==> src/hdl/slaw_map.vh <==
// Register offsets, field positions, codes and reset values of the window bridge
`ifndef SLAW_MAP_VH
`define SLAW_MAP_VH

// ----------------------------------------------------------------
// Offsets: maintenance space and local configuration space
// ----------------------------------------------------------------
`define SLAW_MAINT_CFG_BASE   24'h00005c
`define SLAW_OFF_PORT_CTRL    20'h00000
`define SLAW_OFF_STATUS       20'h00004
`define SLAW_OFF_CFG_BASE     20'h0005c
`define SLAW_OFF_OBW_BLOCK    20'h00100
`define SLAW_OBW_STRIDE_LOG2  5
`define SLAW_OFF_OBW_TRANS    20'h00000
`define SLAW_OFF_OBW_BASE     20'h00008
`define SLAW_OFF_OBW_ATTR     20'h00010
`define SLAW_OFF_IBW_BASE     20'h00208
`define SLAW_OFF_IBW_ATTR     20'h00210

// ----------------------------------------------------------------
// Field positions (bit 31 is the first bit of each word)
// ----------------------------------------------------------------
`define SLAW_F_EN        31
`define SLAW_F_EXT4      23:20
`define SLAW_F_EXT2      21:20
`define SLAW_F_ADDR      19:0
`define SLAW_F_PRIO      27:26
`define SLAW_F_PCI       25
`define SLAW_F_SEGMENT_COUNT      23:22
`define SLAW_F_SUBSEGMENT_COUNT     21:20
`define SLAW_F_READ_REQUEST_TYPE     19:16
`define SLAW_F_WRITE_REQUEST_TYPE     15:12
`define SLAW_F_SIZE      5:0
`define SLAW_F_LTGT      31:30
`define SLAW_F_TGT       29:22
`define SLAW_F_IBTGT     23:20
`define SLAW_F_CFG_BASE  30:17
`define SLAW_F_CPU_EN    31

// ----------------------------------------------------------------
// Codes, writable masks and reset values
// ----------------------------------------------------------------
`define SLAW_TT_NREAD        4'h4
`define SLAW_TT_NWRITE_R     4'h5
`define SLAW_IB_TGT_MEM      4'hf
`define SLAW_IB_RD_SNOOP     4'h5
`define SLAW_IB_WR_RESERVED  4'h0
`define SLAW_SIZE_1MB        6'h13
`define SLAW_SIZE_16MB       6'h17
`define SLAW_MASK_OBASE      32'h00ffffff
`define SLAW_MASK_OATTR      32'h8efff03f
`define SLAW_MASK_OTRANS     32'hffffffff
`define SLAW_MASK_IBASE      32'h003fffff
`define SLAW_MASK_IATTR      32'h80fff03f
`define SLAW_MASK_CFG_BASE   32'h7ffe0000
`define SLAW_MASK_PORT_CTRL  32'h80000000
`define SLAW_RST_WORD        32'h00000000
`define SLAW_RST_OATTR0      32'h80000000
`define SLAW_STRAP_SETTLE    2'h3

`endif

==> src/hdl/slaw_window_bridge.v <==
// Address translation windows between the local bus and the serial fabric
`timescale 1ns/10ps
`include "slaw_map.vh"
`default_nettype none

module slaw_window_bridge #(
    parameter OBW          = 2,
    parameter [35:0] BOOT_BASE = 36'h0ff800000,
    parameter [5:0]  BOOT_LOG2 = 6'h17
) (
    // Clock and reset
    input  wire        clk_sys,
    input  wire        rstn,
    // Boot strap pins
    input  wire        boot_loc_pin,
    input  wire        boot_holdoff_pin,
    // Processor start
    output reg         cpu_start_q,
    // Config register space port
    input  wire        reg_wr,
    input  wire        reg_rd,
    input  wire [19:0] reg_addr,
    input  wire [31:0] reg_wdata,
    output reg  [31:0] reg_rdata_q,
    output reg         reg_rvalid_q,
    // Maintenance port
    input  wire        maint_wr,
    input  wire        maint_rd,
    input  wire [23:0] maint_offset,
    input  wire [31:0] maint_wdata,
    output reg  [31:0] maint_rdata_q,
    output reg         maint_rvalid_q,
    // Local processor requests
    input  wire        lreq_valid,
    input  wire        lreq_write,
    input  wire [35:0] lreq_addr,
    output reg         lreq_local_q,
    // Outbound fabric requests
    output reg         ob_valid_q,
    output reg         ob_write_q,
    output reg  [3:0]  ob_ttype_q,
    output reg  [9:0]  ob_dest_id_q,
    output reg  [33:0] ob_addr_q,
    output reg  [1:0]  ob_prio_q,
    output reg         ob_pci_order_q,
    // Incoming fabric requests
    input  wire        ireq_valid,
    input  wire        ireq_write,
    input  wire [33:0] ireq_addr,
    input  wire [31:0] ireq_wdata,
    // Inbound to config space
    output reg         ib_cfg_valid_q,
    output reg         ib_cfg_write_q,
    output reg  [19:0] ib_cfg_offset_q,
    output reg  [31:0] ib_cfg_wdata_q,
    // Inbound to local target
    output reg         ib_mem_valid_q,
    output reg         ib_mem_write_q,
    output reg  [3:0]  ib_mem_tgt_q,
    output reg  [3:0]  ib_mem_op_q,
    output reg         ib_mem_snoop_q,
    output reg  [33:0] ib_mem_offset_q,
    output reg  [31:0] ib_mem_wdata_q,
    output reg         ib_reject_q
);

    // ----------------------------------------------------------------
    // Strap synchronisers and capture
    // ----------------------------------------------------------------
    reg  [2:0]  loc_sync_q;
    reg  [2:0]  hold_sync_q;
    reg         loc_filt_q;
    reg         hold_filt_q;
    reg  [1:0]  settle_q;
    reg         straps_done_q;
    reg         boot_loc_q;
    reg         boot_hold_q;
    reg  [31:0] port_ctrl_q;
    reg  [31:0] cfg_base_q;
    reg  [31:0] ibase_q;
    reg  [31:0] iattr_q;

    // Filter's next value; its register lags the agreeing stages by one edge
    wire        loc_next  = (loc_sync_q[1] == loc_sync_q[2]) ? loc_sync_q[2] : loc_filt_q;
    wire        hold_next = (hold_sync_q[1] == hold_sync_q[2]) ? hold_sync_q[2] : hold_filt_q;

    // Straps come from pins, so three stages; a level counts when stages two and three agree
    always @(posedge clk_sys or negedge rstn)
    begin
        if (!rstn)
        begin
            loc_sync_q    <= 3'h0;
            hold_sync_q   <= 3'h0;
            loc_filt_q    <= 1'b0;
            hold_filt_q   <= 1'b0;
            settle_q      <= 2'h0;
            straps_done_q <= 1'b0;
            boot_loc_q    <= 1'b0;
            boot_hold_q   <= 1'b0;
        end
        else
        begin
            loc_sync_q  <= {loc_sync_q[1:0], boot_loc_pin};
            hold_sync_q <= {hold_sync_q[1:0], boot_holdoff_pin};
            loc_filt_q  <= loc_next;
            hold_filt_q <= hold_next;
            // Straps are caught once after release and then frozen
            if (!straps_done_q)
            begin
                if (settle_q == `SLAW_STRAP_SETTLE)
                begin
                    straps_done_q <= 1'b1;
                    boot_loc_q    <= loc_next;
                    boot_hold_q   <= hold_next;
                end
                else
                    settle_q <= settle_q + 2'h1;
            end
        end
    end

    // ----------------------------------------------------------------
    // Processor start control
    // ----------------------------------------------------------------
    // hold-off keeps start low until the port control CPU enable bit is written
    always @(posedge clk_sys or negedge rstn)
    begin
        if (!rstn)
            cpu_start_q <= 1'b0;
        else if (straps_done_q && (!boot_hold_q || port_ctrl_q[`SLAW_F_CPU_EN]))
            cpu_start_q <= 1'b1; // Sticky: clearing the enable cannot stop a running core
    end

    // ----------------------------------------------------------------
    // Global registers: port control, config window base, inbound window
    // ----------------------------------------------------------------
    wire maint_cfg_wr = maint_wr && (maint_offset == `SLAW_MAINT_CFG_BASE);

    always @(posedge clk_sys or negedge rstn)
    begin
        if (!rstn)
        begin
            port_ctrl_q <= `SLAW_RST_WORD;
            cfg_base_q  <= `SLAW_RST_WORD;
            ibase_q     <= `SLAW_RST_WORD;
            iattr_q     <= `SLAW_RST_WORD;
        end
        else
        begin
            if (reg_wr && reg_addr == `SLAW_OFF_PORT_CTRL)
                port_ctrl_q <= reg_wdata & `SLAW_MASK_PORT_CTRL;
            if (maint_cfg_wr)
                cfg_base_q <= maint_wdata & `SLAW_MASK_CFG_BASE;
            if (reg_wr && reg_addr == `SLAW_OFF_IBW_BASE)
                ibase_q <= reg_wdata & `SLAW_MASK_IBASE;
            if (reg_wr && reg_addr == `SLAW_OFF_IBW_ATTR)
                iattr_q <= reg_wdata & `SLAW_MASK_IATTR;
        end
    end

    // ----------------------------------------------------------------
    // Outbound windows
    // ----------------------------------------------------------------
    // Per-window info: {dest10, prio2, pci1, rdtyp4, wrtyp4, addr34}
    wire [54:0] info_c [0:OBW];
    wire        found_c [0:OBW];
    wire [31:0] rd_c [0:OBW];
    wire [54:0] win0_info;

    assign info_c[0]  = 55'h0;
    assign found_c[0] = 1'b0;
    assign rd_c[0]    = 32'h0;

    genvar g;
    generate
        for (g = 0; g < OBW; g = g + 1)
        begin : g_obw
            localparam [19:0] WB    = `SLAW_OFF_OBW_BLOCK + (g << `SLAW_OBW_STRIDE_LOG2);
            localparam [31:0] AMASK = (g == 0) ? (`SLAW_MASK_OATTR & 32'h7fffffff)
                                               : `SLAW_MASK_OATTR;
            localparam [31:0] ARST  = (g == 0) ? `SLAW_RST_OATTR0 : `SLAW_RST_WORD;
            reg  [31:0] trans_q;
            reg  [31:0] base_q;
            reg  [31:0] attr_q;
            wire        sel_t = (reg_addr == (WB | `SLAW_OFF_OBW_TRANS));
            wire        sel_b = (reg_addr == (WB | `SLAW_OFF_OBW_BASE));
            wire        sel_a = (reg_addr == (WB | `SLAW_OFF_OBW_ATTR));
            wire [35:0] base36;
            wire [36:0] span;
            wire [36:0] lim;
            wire [35:0] off36;
            wire [33:0] xaddr;
            wire        hit;
            wire [54:0] info;

            always @(posedge clk_sys or negedge rstn)
            begin
                if (!rstn)
                begin
                    trans_q <= `SLAW_RST_WORD;
                    base_q  <= `SLAW_RST_WORD;
                    attr_q  <= ARST;
                end
                else
                begin
                    if (reg_wr && sel_t)
                        trans_q <= reg_wdata & `SLAW_MASK_OTRANS;
                    if (reg_wr && sel_b)
                        base_q <= reg_wdata & `SLAW_MASK_OBASE;
                    if (reg_wr && sel_a)
                        attr_q <= (attr_q & ~AMASK) | (reg_wdata & AMASK);
                end
            end

            // base from extended and start bits
            assign base36 = {base_q[`SLAW_F_EXT4], base_q[`SLAW_F_ADDR], 12'h000};
            // span of two power n+1 bytes
            assign span   = (attr_q[`SLAW_F_SIZE] >= 6'h23) ? 37'h1000000000
                          : (37'h1 << (attr_q[`SLAW_F_SIZE] + 6'h1));
            assign lim    = {1'b0, base36} + span;
            assign hit    = attr_q[`SLAW_F_EN] && (lreq_addr >= base36)
                          && ({1'b0, lreq_addr} < lim);
            assign off36  = lreq_addr - base36;
            assign xaddr  = {trans_q[`SLAW_F_EXT2], trans_q[`SLAW_F_ADDR], 12'h000}
                          + off36[33:0];
            // large ID bits sit above the small ID
            // segment fields do not split the window
            assign info   = {trans_q[`SLAW_F_LTGT], trans_q[`SLAW_F_TGT],
                             attr_q[`SLAW_F_PRIO], attr_q[`SLAW_F_PCI],
                             attr_q[`SLAW_F_READ_REQUEST_TYPE], attr_q[`SLAW_F_WRITE_REQUEST_TYPE], xaddr};
            // Lowest numbered hitting window wins
            assign info_c[g+1]  = (!found_c[g] && hit) ? info : info_c[g];
            assign found_c[g+1] = found_c[g] | hit;
            assign rd_c[g+1]    = rd_c[g] | (sel_t ? trans_q : 32'h0)
                                | (sel_b ? base_q : 32'h0) | (sel_a ? attr_q : 32'h0);
            if (g == 0)
            begin : g_win0
                assign win0_info = info;
            end
        end
    endgenerate

    // boot region forced through window zero
    wire [35:0] boot_top  = BOOT_BASE + (36'h1 << BOOT_LOG2);
    wire        boot_hit  = boot_loc_q && (lreq_addr >= BOOT_BASE) && (lreq_addr < boot_top);
    wire [54:0] sel_info  = boot_hit ? win0_info : info_c[OBW];
    wire        ob_hit    = boot_hit | found_c[OBW];

    // Outbound request register
    always @(posedge clk_sys or negedge rstn)
    begin
        if (!rstn)
        begin
            ob_valid_q     <= 1'b0;
            ob_write_q     <= 1'b0;
            ob_ttype_q     <= 4'h0;
            ob_dest_id_q   <= 10'h000;
            ob_addr_q      <= 34'h0;
            ob_prio_q      <= 2'h0;
            ob_pci_order_q <= 1'b0;
            lreq_local_q   <= 1'b0;
        end
        else
        begin
            ob_valid_q   <= lreq_valid && ob_hit;
            lreq_local_q <= lreq_valid && !ob_hit;
            if (lreq_valid && ob_hit)
            begin
                ob_write_q     <= lreq_write;
                ob_ttype_q     <= lreq_write ? sel_info[37:34] : sel_info[41:38];
                ob_dest_id_q   <= sel_info[54:45];
                ob_prio_q      <= sel_info[44:43];
                ob_pci_order_q <= sel_info[42];
                ob_addr_q      <= sel_info[33:0];
            end
        end
    end

    // ----------------------------------------------------------------
    // Inbound decode
    // ----------------------------------------------------------------
    wire [33:0] ibase34 = {ibase_q[`SLAW_F_EXT2], ibase_q[`SLAW_F_ADDR], 12'h000};
    // inbound span of two power n+1 bytes
    wire [34:0] ispan   = (iattr_q[`SLAW_F_SIZE] >= 6'h21) ? 35'h400000000
                        : (35'h1 << (iattr_q[`SLAW_F_SIZE] + 6'h1));
    wire [34:0] ilim    = {1'b0, ibase34} + ispan;
    wire        cfg_hit = (ireq_addr[33:20] == cfg_base_q[`SLAW_F_CFG_BASE]);
    wire        ib_hit  = iattr_q[`SLAW_F_EN] && (ireq_addr >= ibase34)
                        && ({1'b0, ireq_addr} < ilim);
    wire        ib_ro   = (iattr_q[`SLAW_F_WRITE_REQUEST_TYPE] == `SLAW_IB_WR_RESERVED);
    wire        ib_ok   = ib_hit && !cfg_hit && !(ireq_write && ib_ro);
    wire [33:0] ioff    = ireq_addr - ibase34;

    // Inbound routing register; the config window has priority over the memory window
    always @(posedge clk_sys or negedge rstn)
    begin
        if (!rstn)
        begin
            ib_cfg_valid_q  <= 1'b0;
            ib_cfg_write_q  <= 1'b0;
            ib_cfg_offset_q <= 20'h00000;
            ib_cfg_wdata_q  <= 32'h0;
            ib_mem_valid_q  <= 1'b0;
            ib_mem_write_q  <= 1'b0;
            ib_mem_tgt_q    <= 4'h0;
            ib_mem_op_q     <= 4'h0;
            ib_mem_snoop_q  <= 1'b0;
            ib_mem_offset_q <= 34'h0;
            ib_mem_wdata_q  <= 32'h0;
            ib_reject_q     <= 1'b0;
        end
        else
        begin
            ib_cfg_valid_q <= ireq_valid && cfg_hit;
            ib_mem_valid_q <= ireq_valid && ib_ok;
            ib_reject_q    <= ireq_valid && !cfg_hit && !ib_ok;
            if (ireq_valid && cfg_hit)
            begin
                ib_cfg_write_q  <= ireq_write;
                ib_cfg_offset_q <= ireq_addr[19:0];
                ib_cfg_wdata_q  <= ireq_wdata;
            end
            if (ireq_valid && ib_ok)
            begin
                ib_mem_write_q  <= ireq_write;
                ib_mem_tgt_q    <= iattr_q[`SLAW_F_IBTGT];
                ib_mem_op_q     <= ireq_write ? iattr_q[`SLAW_F_WRITE_REQUEST_TYPE] : iattr_q[`SLAW_F_READ_REQUEST_TYPE];
                ib_mem_snoop_q  <= !ireq_write
                                && (iattr_q[`SLAW_F_READ_REQUEST_TYPE] == `SLAW_IB_RD_SNOOP);
                ib_mem_offset_q <= ioff;
                ib_mem_wdata_q  <= ireq_wdata;
            end
        end
    end

    // ----------------------------------------------------------------
    // Register and maintenance read-back
    // ----------------------------------------------------------------
    reg [31:0] rd_mux;

    // Unmapped offsets read as zero
    always @*
    begin
        rd_mux = rd_c[OBW];
        case (reg_addr)
            `SLAW_OFF_PORT_CTRL: rd_mux = port_ctrl_q;
            `SLAW_OFF_STATUS:    rd_mux = {28'h0, straps_done_q, boot_loc_q,
                                           boot_hold_q, cpu_start_q};
            `SLAW_OFF_CFG_BASE:  rd_mux = cfg_base_q;
            `SLAW_OFF_IBW_BASE:  rd_mux = ibase_q;
            `SLAW_OFF_IBW_ATTR:  rd_mux = iattr_q;
            default:             rd_mux = rd_c[OBW];
        endcase
    end

    // One cycle read latency on both ports
    always @(posedge clk_sys or negedge rstn)
    begin
        if (!rstn)
        begin
            reg_rdata_q    <= 32'h0;
            reg_rvalid_q   <= 1'b0;
            maint_rdata_q  <= 32'h0;
            maint_rvalid_q <= 1'b0;
        end
        else
        begin
            reg_rvalid_q   <= reg_rd;
            maint_rvalid_q <= maint_rd;
            if (reg_rd)
                reg_rdata_q <= rd_mux;
            if (maint_rd)
                maint_rdata_q <= (maint_offset == `SLAW_MAINT_CFG_BASE) ? cfg_base_q : 32'h0;
        end
    end

endmodule

`default_nettype wire

==> config.mk <==
export PLATFORM = sky130hd
export DESIGN_NAME = slaw_window_bridge
export DESIGN_NICKNAME = d
export VERILOG_FILES = /design/src/hdl/slaw_window_bridge.v
export VERILOG_INCLUDE_DIRS = /design/src /design/src/hdl
export SDC_FILE = /design/constraint.sdc
export NUM_CORES = 1
export LEC_CHECK = 0
export BUFFER_PORTS_ARGS = -buffer_cell sky130_fd_sc_hd__buf_4
export CAP_MARGIN = 20
export CELL_PAD_IN_SITES_DETAIL_PLACEMENT = 1
export CELL_PAD_IN_SITES_GLOBAL_PLACEMENT = 2
export CORE_MARGIN = 3
export CORE_UTILIZATION = 37
export DETAILED_ROUTE_END_ITERATION = 8
export GPL_TIMING_DRIVEN = 0
export PLACE_DENSITY_LB_ADDON = 0.08
export SLEW_MARGIN = 30
export SYNTH_ARGS = -nofsm -noshare
export SYNTH_HDL_FRONTEND = slang
export SYNTH_SLANG_ARGS = --single-unit
==> constraint.sdc <==
create_clock -name clk_sys -period 8 [get_ports clk_sys]
set_input_delay 2.4 -clock clk_sys [delete_from_list [all_inputs] [get_ports clk_sys]]
set_output_delay 2.4 -clock clk_sys [all_outputs]
set_load 0.01 [all_outputs]
==> flow_summary.yaml <==
pwr:
  power_mw: 6.06
  p_leak_nw: 18.5
  power.density_nw_per_um2: 159
  vdd_drop_max_uv: 170
placement:
  dpl.cell_count: 4812
  dpl.hpwl_um: 104000
  gp_congestion: 0.926
  port_buffers: 435
routing:
  vias: 27100
  wire_per_inst_um: 25.6
  wl_um: 126000
  drt_iter0_markers: 1466
  drc: 0
  drtPass1Iterations: 6
  viasPerCell: 5.51
  drt.antenna.violating_nets: 0
yosys:
  syn-cell-area_um2: 31400
  avgSynthCellArea_um2: 9.75
  synth-seq-cells: 459
  synthCells: 3219
  synth_ff_type: "dfrtp_1"
  synthDistinctLibCells: 88
  async_flop_share: 1.00
  synth_edf_count: 0
  yosys_warnings: 0
  seq_area_frac_synth: 0.366
timing:
  hold_viol_final: 0
  post-route-min-period_ns: 7.63
  worstMarginPinSlew_ns: 1.02
  slew_violations: 0
  setup_violations: 0
  fin_crit_sh: 0.954
  max_clock_freq_mhz: 131
  finClkSkew_ns: 0.0367
  rsz0062_at_grt: "false"
  relSlewSlack: 0.317
run_status:
  status: "complete, no violations"
floorplan:
  die-area_um2: 88400
  core_region_area_um2: 83800
  chipHeight_um: 297
  die_w_um: 297
  initial_core_util: 0.375
  ioPinCount: 475
  rows: 106
clocking:
  htreeDepth: 2
  cts_buffer_depth: 3
  clk_latency_ns: 0.64
  cts_root_buffer: "clkbuf_16"
  clk_pin_slew_ns: 0.06
  numCtsBuffers: 53
  clock_sinks: 459
  cts_tree: "done"
setup_path:
  startpoint_type: "flop"
  path_buf_inv: 3
  cp_top_family: "compound AO/OA/AOI/OAI gates"
  slowest_stage: "clkbuf_1"
  cpPeakStageDelay_ns: 0.73
  timing.rr.start: "g_obw[0].attr_q[4]"
  crit_start: "g_obw[0].attr_q[4]"
  cp_max_fo: 10
  cp.arrival_ns: 8.14
  cp-end-kind: "flop"
  path_common_cell: "a21o_1"
  cp_data_required_time_ns: 8.51
  crit_type: "flop to flop"
global_route:
  antenna_found_initial: 12
  grt_overflow: 0
  grt_max_degree: 88
  grt_pass1_vias: 29500
  grt_usage: 0.278
  grt_pass1_wl_um: 187000
hold_path:
  hold_path_class: "flop to flop"
  hp-start: "loc_sync_q[0]"
final_layout:
  final_cell_count_no_fill: 4915
  syn_to_final_growth_pct: 21.7
  layout-drive-gt1-share: 0.242
  nNetsFinal: 4302
flow_run:
  maxCapViolations: 0
per-layer routing:
layer / track usage / part of all wire
met5: 0 / 0.00044
met4: 0.114 / 0.045
met3: 0.0450 / 0.045
met2: 0.497 / 0.50
met1: 0.333 / 0.41
state kept, by name (all words and copies together), names as in the netlist, 2 cells and up:
register	cells
ob_prio_q	2
reg_rdata_q	32
ib_cfg_wdata_q	32
ib_cfg_offset_q	20
g_obw.trans_q	64
g_obw.base_q	48
ib_mem_tgt_q	4
ibase_q	22
ib_mem_offset_q	34
settle_q	2
ib_mem_op_q	4
ob_dest_id_q	10
iattr_q	19
loc_sync_q	3
maint_rdata_q	14
hold_sync_q	3
ob_ttype_q	4
cfg_base_q	14
ib_mem_wdata_q	32
ob_addr_q	34
g_obw.attr_q	43
final timing paths:
kind | end | slack, ns | depth (start not counted)
max | ob_ttype_q[1] | 0.37 | 26
min | loc_sync_q[1] | 0.35 | 0
max reg2reg | ob_ttype_q[1] | 0.37 | 26
min reg2reg | loc_sync_q[1] | 0.35 | 0
max in group asynchronous | maint_rdata_q[19] | 4.95 | 3
min in group asynchronous | ob_addr_q[9] | 1.74 | 1
Yosys cell counts (40+ instances only):
cell type	n	area [µm²]
a21o_1	79	593
a21oi_1	164	821
a222oi_1	41	410
clkbuf_1	78	293
dfrtp_1	459	11500
fa_1	46	921
ha_1	302	3780
inv_1	286	1070
mux2_2	280	3150
nand2_1	275	1030
nand2b_1	40	250
nand3_1	66	330
nor2_1	220	826
nor3_1	51	255
o21ai_0	115	576
xnor2_1	88	771
xor2_1	62	543
through the flow:
step / setup slack (ns) / hold WS [ns] / util / area [µm²] / TNS, ns
floorplan: 2.13 / 0.331 / - / 31500 / 0
global placement: -0.320 / 0.335 / 0.431 / 36100 / -86.42
detailed placement: 0.171 / 0.338 / 0.433 / 36300 / 0
CTS: 0.0804 / 0.352 / 0.455 / 38200 / 0
global route: 0.0110 / 0.355 / 0.456 / 38200 / 0
finish: 0.367 / 0.349 / 0.456 / 38200 / 0
where the power goes:
| part | switching (mW) | internal (mW) | total [mW] |
|---|---|---|---|
| combinational | 0.559 | 0.432 | 0.991 |
| clock | 1.06 | 1.55 | 2.60 |
| sequential | 0.0548 | 2.41 | 2.46 |
| total | 1.67 | 4.39 | 6.06 |
worst reg2reg max path, cell delays in order, from the launching register on:
cell and delay, ns:
dfrtp_1 0.32, clkbuf_1 0.40, or3b_2 0.49, clkbuf_1 0.22, nor2_1 0.15, ha_1 0.30
a21o_1 0.20, or3_1 0.31, o22a_1 0.27, a2bb2oi_1 0.21, a31oi_1 0.38, o21ai_0 0.14
a21o_1 0.22, a21o_1 0.18, a21oi_1 0.18, xor2_1 0.18, ha_1 0.27, a21o_1 0.16
a21oi_1 0.13, o21ai_0 0.17, or3_1 0.42, a31oi_1 0.33, o32ai_4 0.25, nand2_1 0.38
clkbuf_1 0.73, o22ai_1 0.26, a22o_1 0.26
kinds of logic (layout without fill, tap and decap cells):
logic type,count (synthesis),count (layout),synth area share
AO/OA/AOI/OAI,720,720,0.159
XOR/XNOR,150,150,0.0418
multiplexers,299,299,0.107
AND/OR/NAND/NOR,824,824,0.122
other,1,26,0.000119
adder cells (fa/ha/maj),350,350,0.150
buffers and inverters,416,953,0.0540
flip-flops,459,459,0.366
timing repair:
action,4_1_cts,5_1_grt
hold buffers,0,0
setup buffers,0,0
resized for setup,0,3
endpoints found under the setup margin,0,19
layout make-up:
cell class              count  area, µm²
diodes                      8       20.0
plain buffers             126        614
clock buffers              70       1500
clock inverters            26        358
fillers                  9556      45600
inverters                 289       1090
multi-input cells        2361      18300
flip-flops and latches    459      11500
well taps                1134       1420
repair buffers            442       3430
cells in the final DEF, fill, tap and decap left out, types with 88 or more instances in the layout:
cell	synthesis	routed
a21oi_1	164	164
dfrtp_1	459	459
ha_1	302	302
mux2_2	280	280
nor2_1	220	220
o21ai_0	115	115
inv_1	286	286
nand2_1	275	275
xnor2_1	88	88
buf_4	19	454
Power figures use the tool's default switching activity.
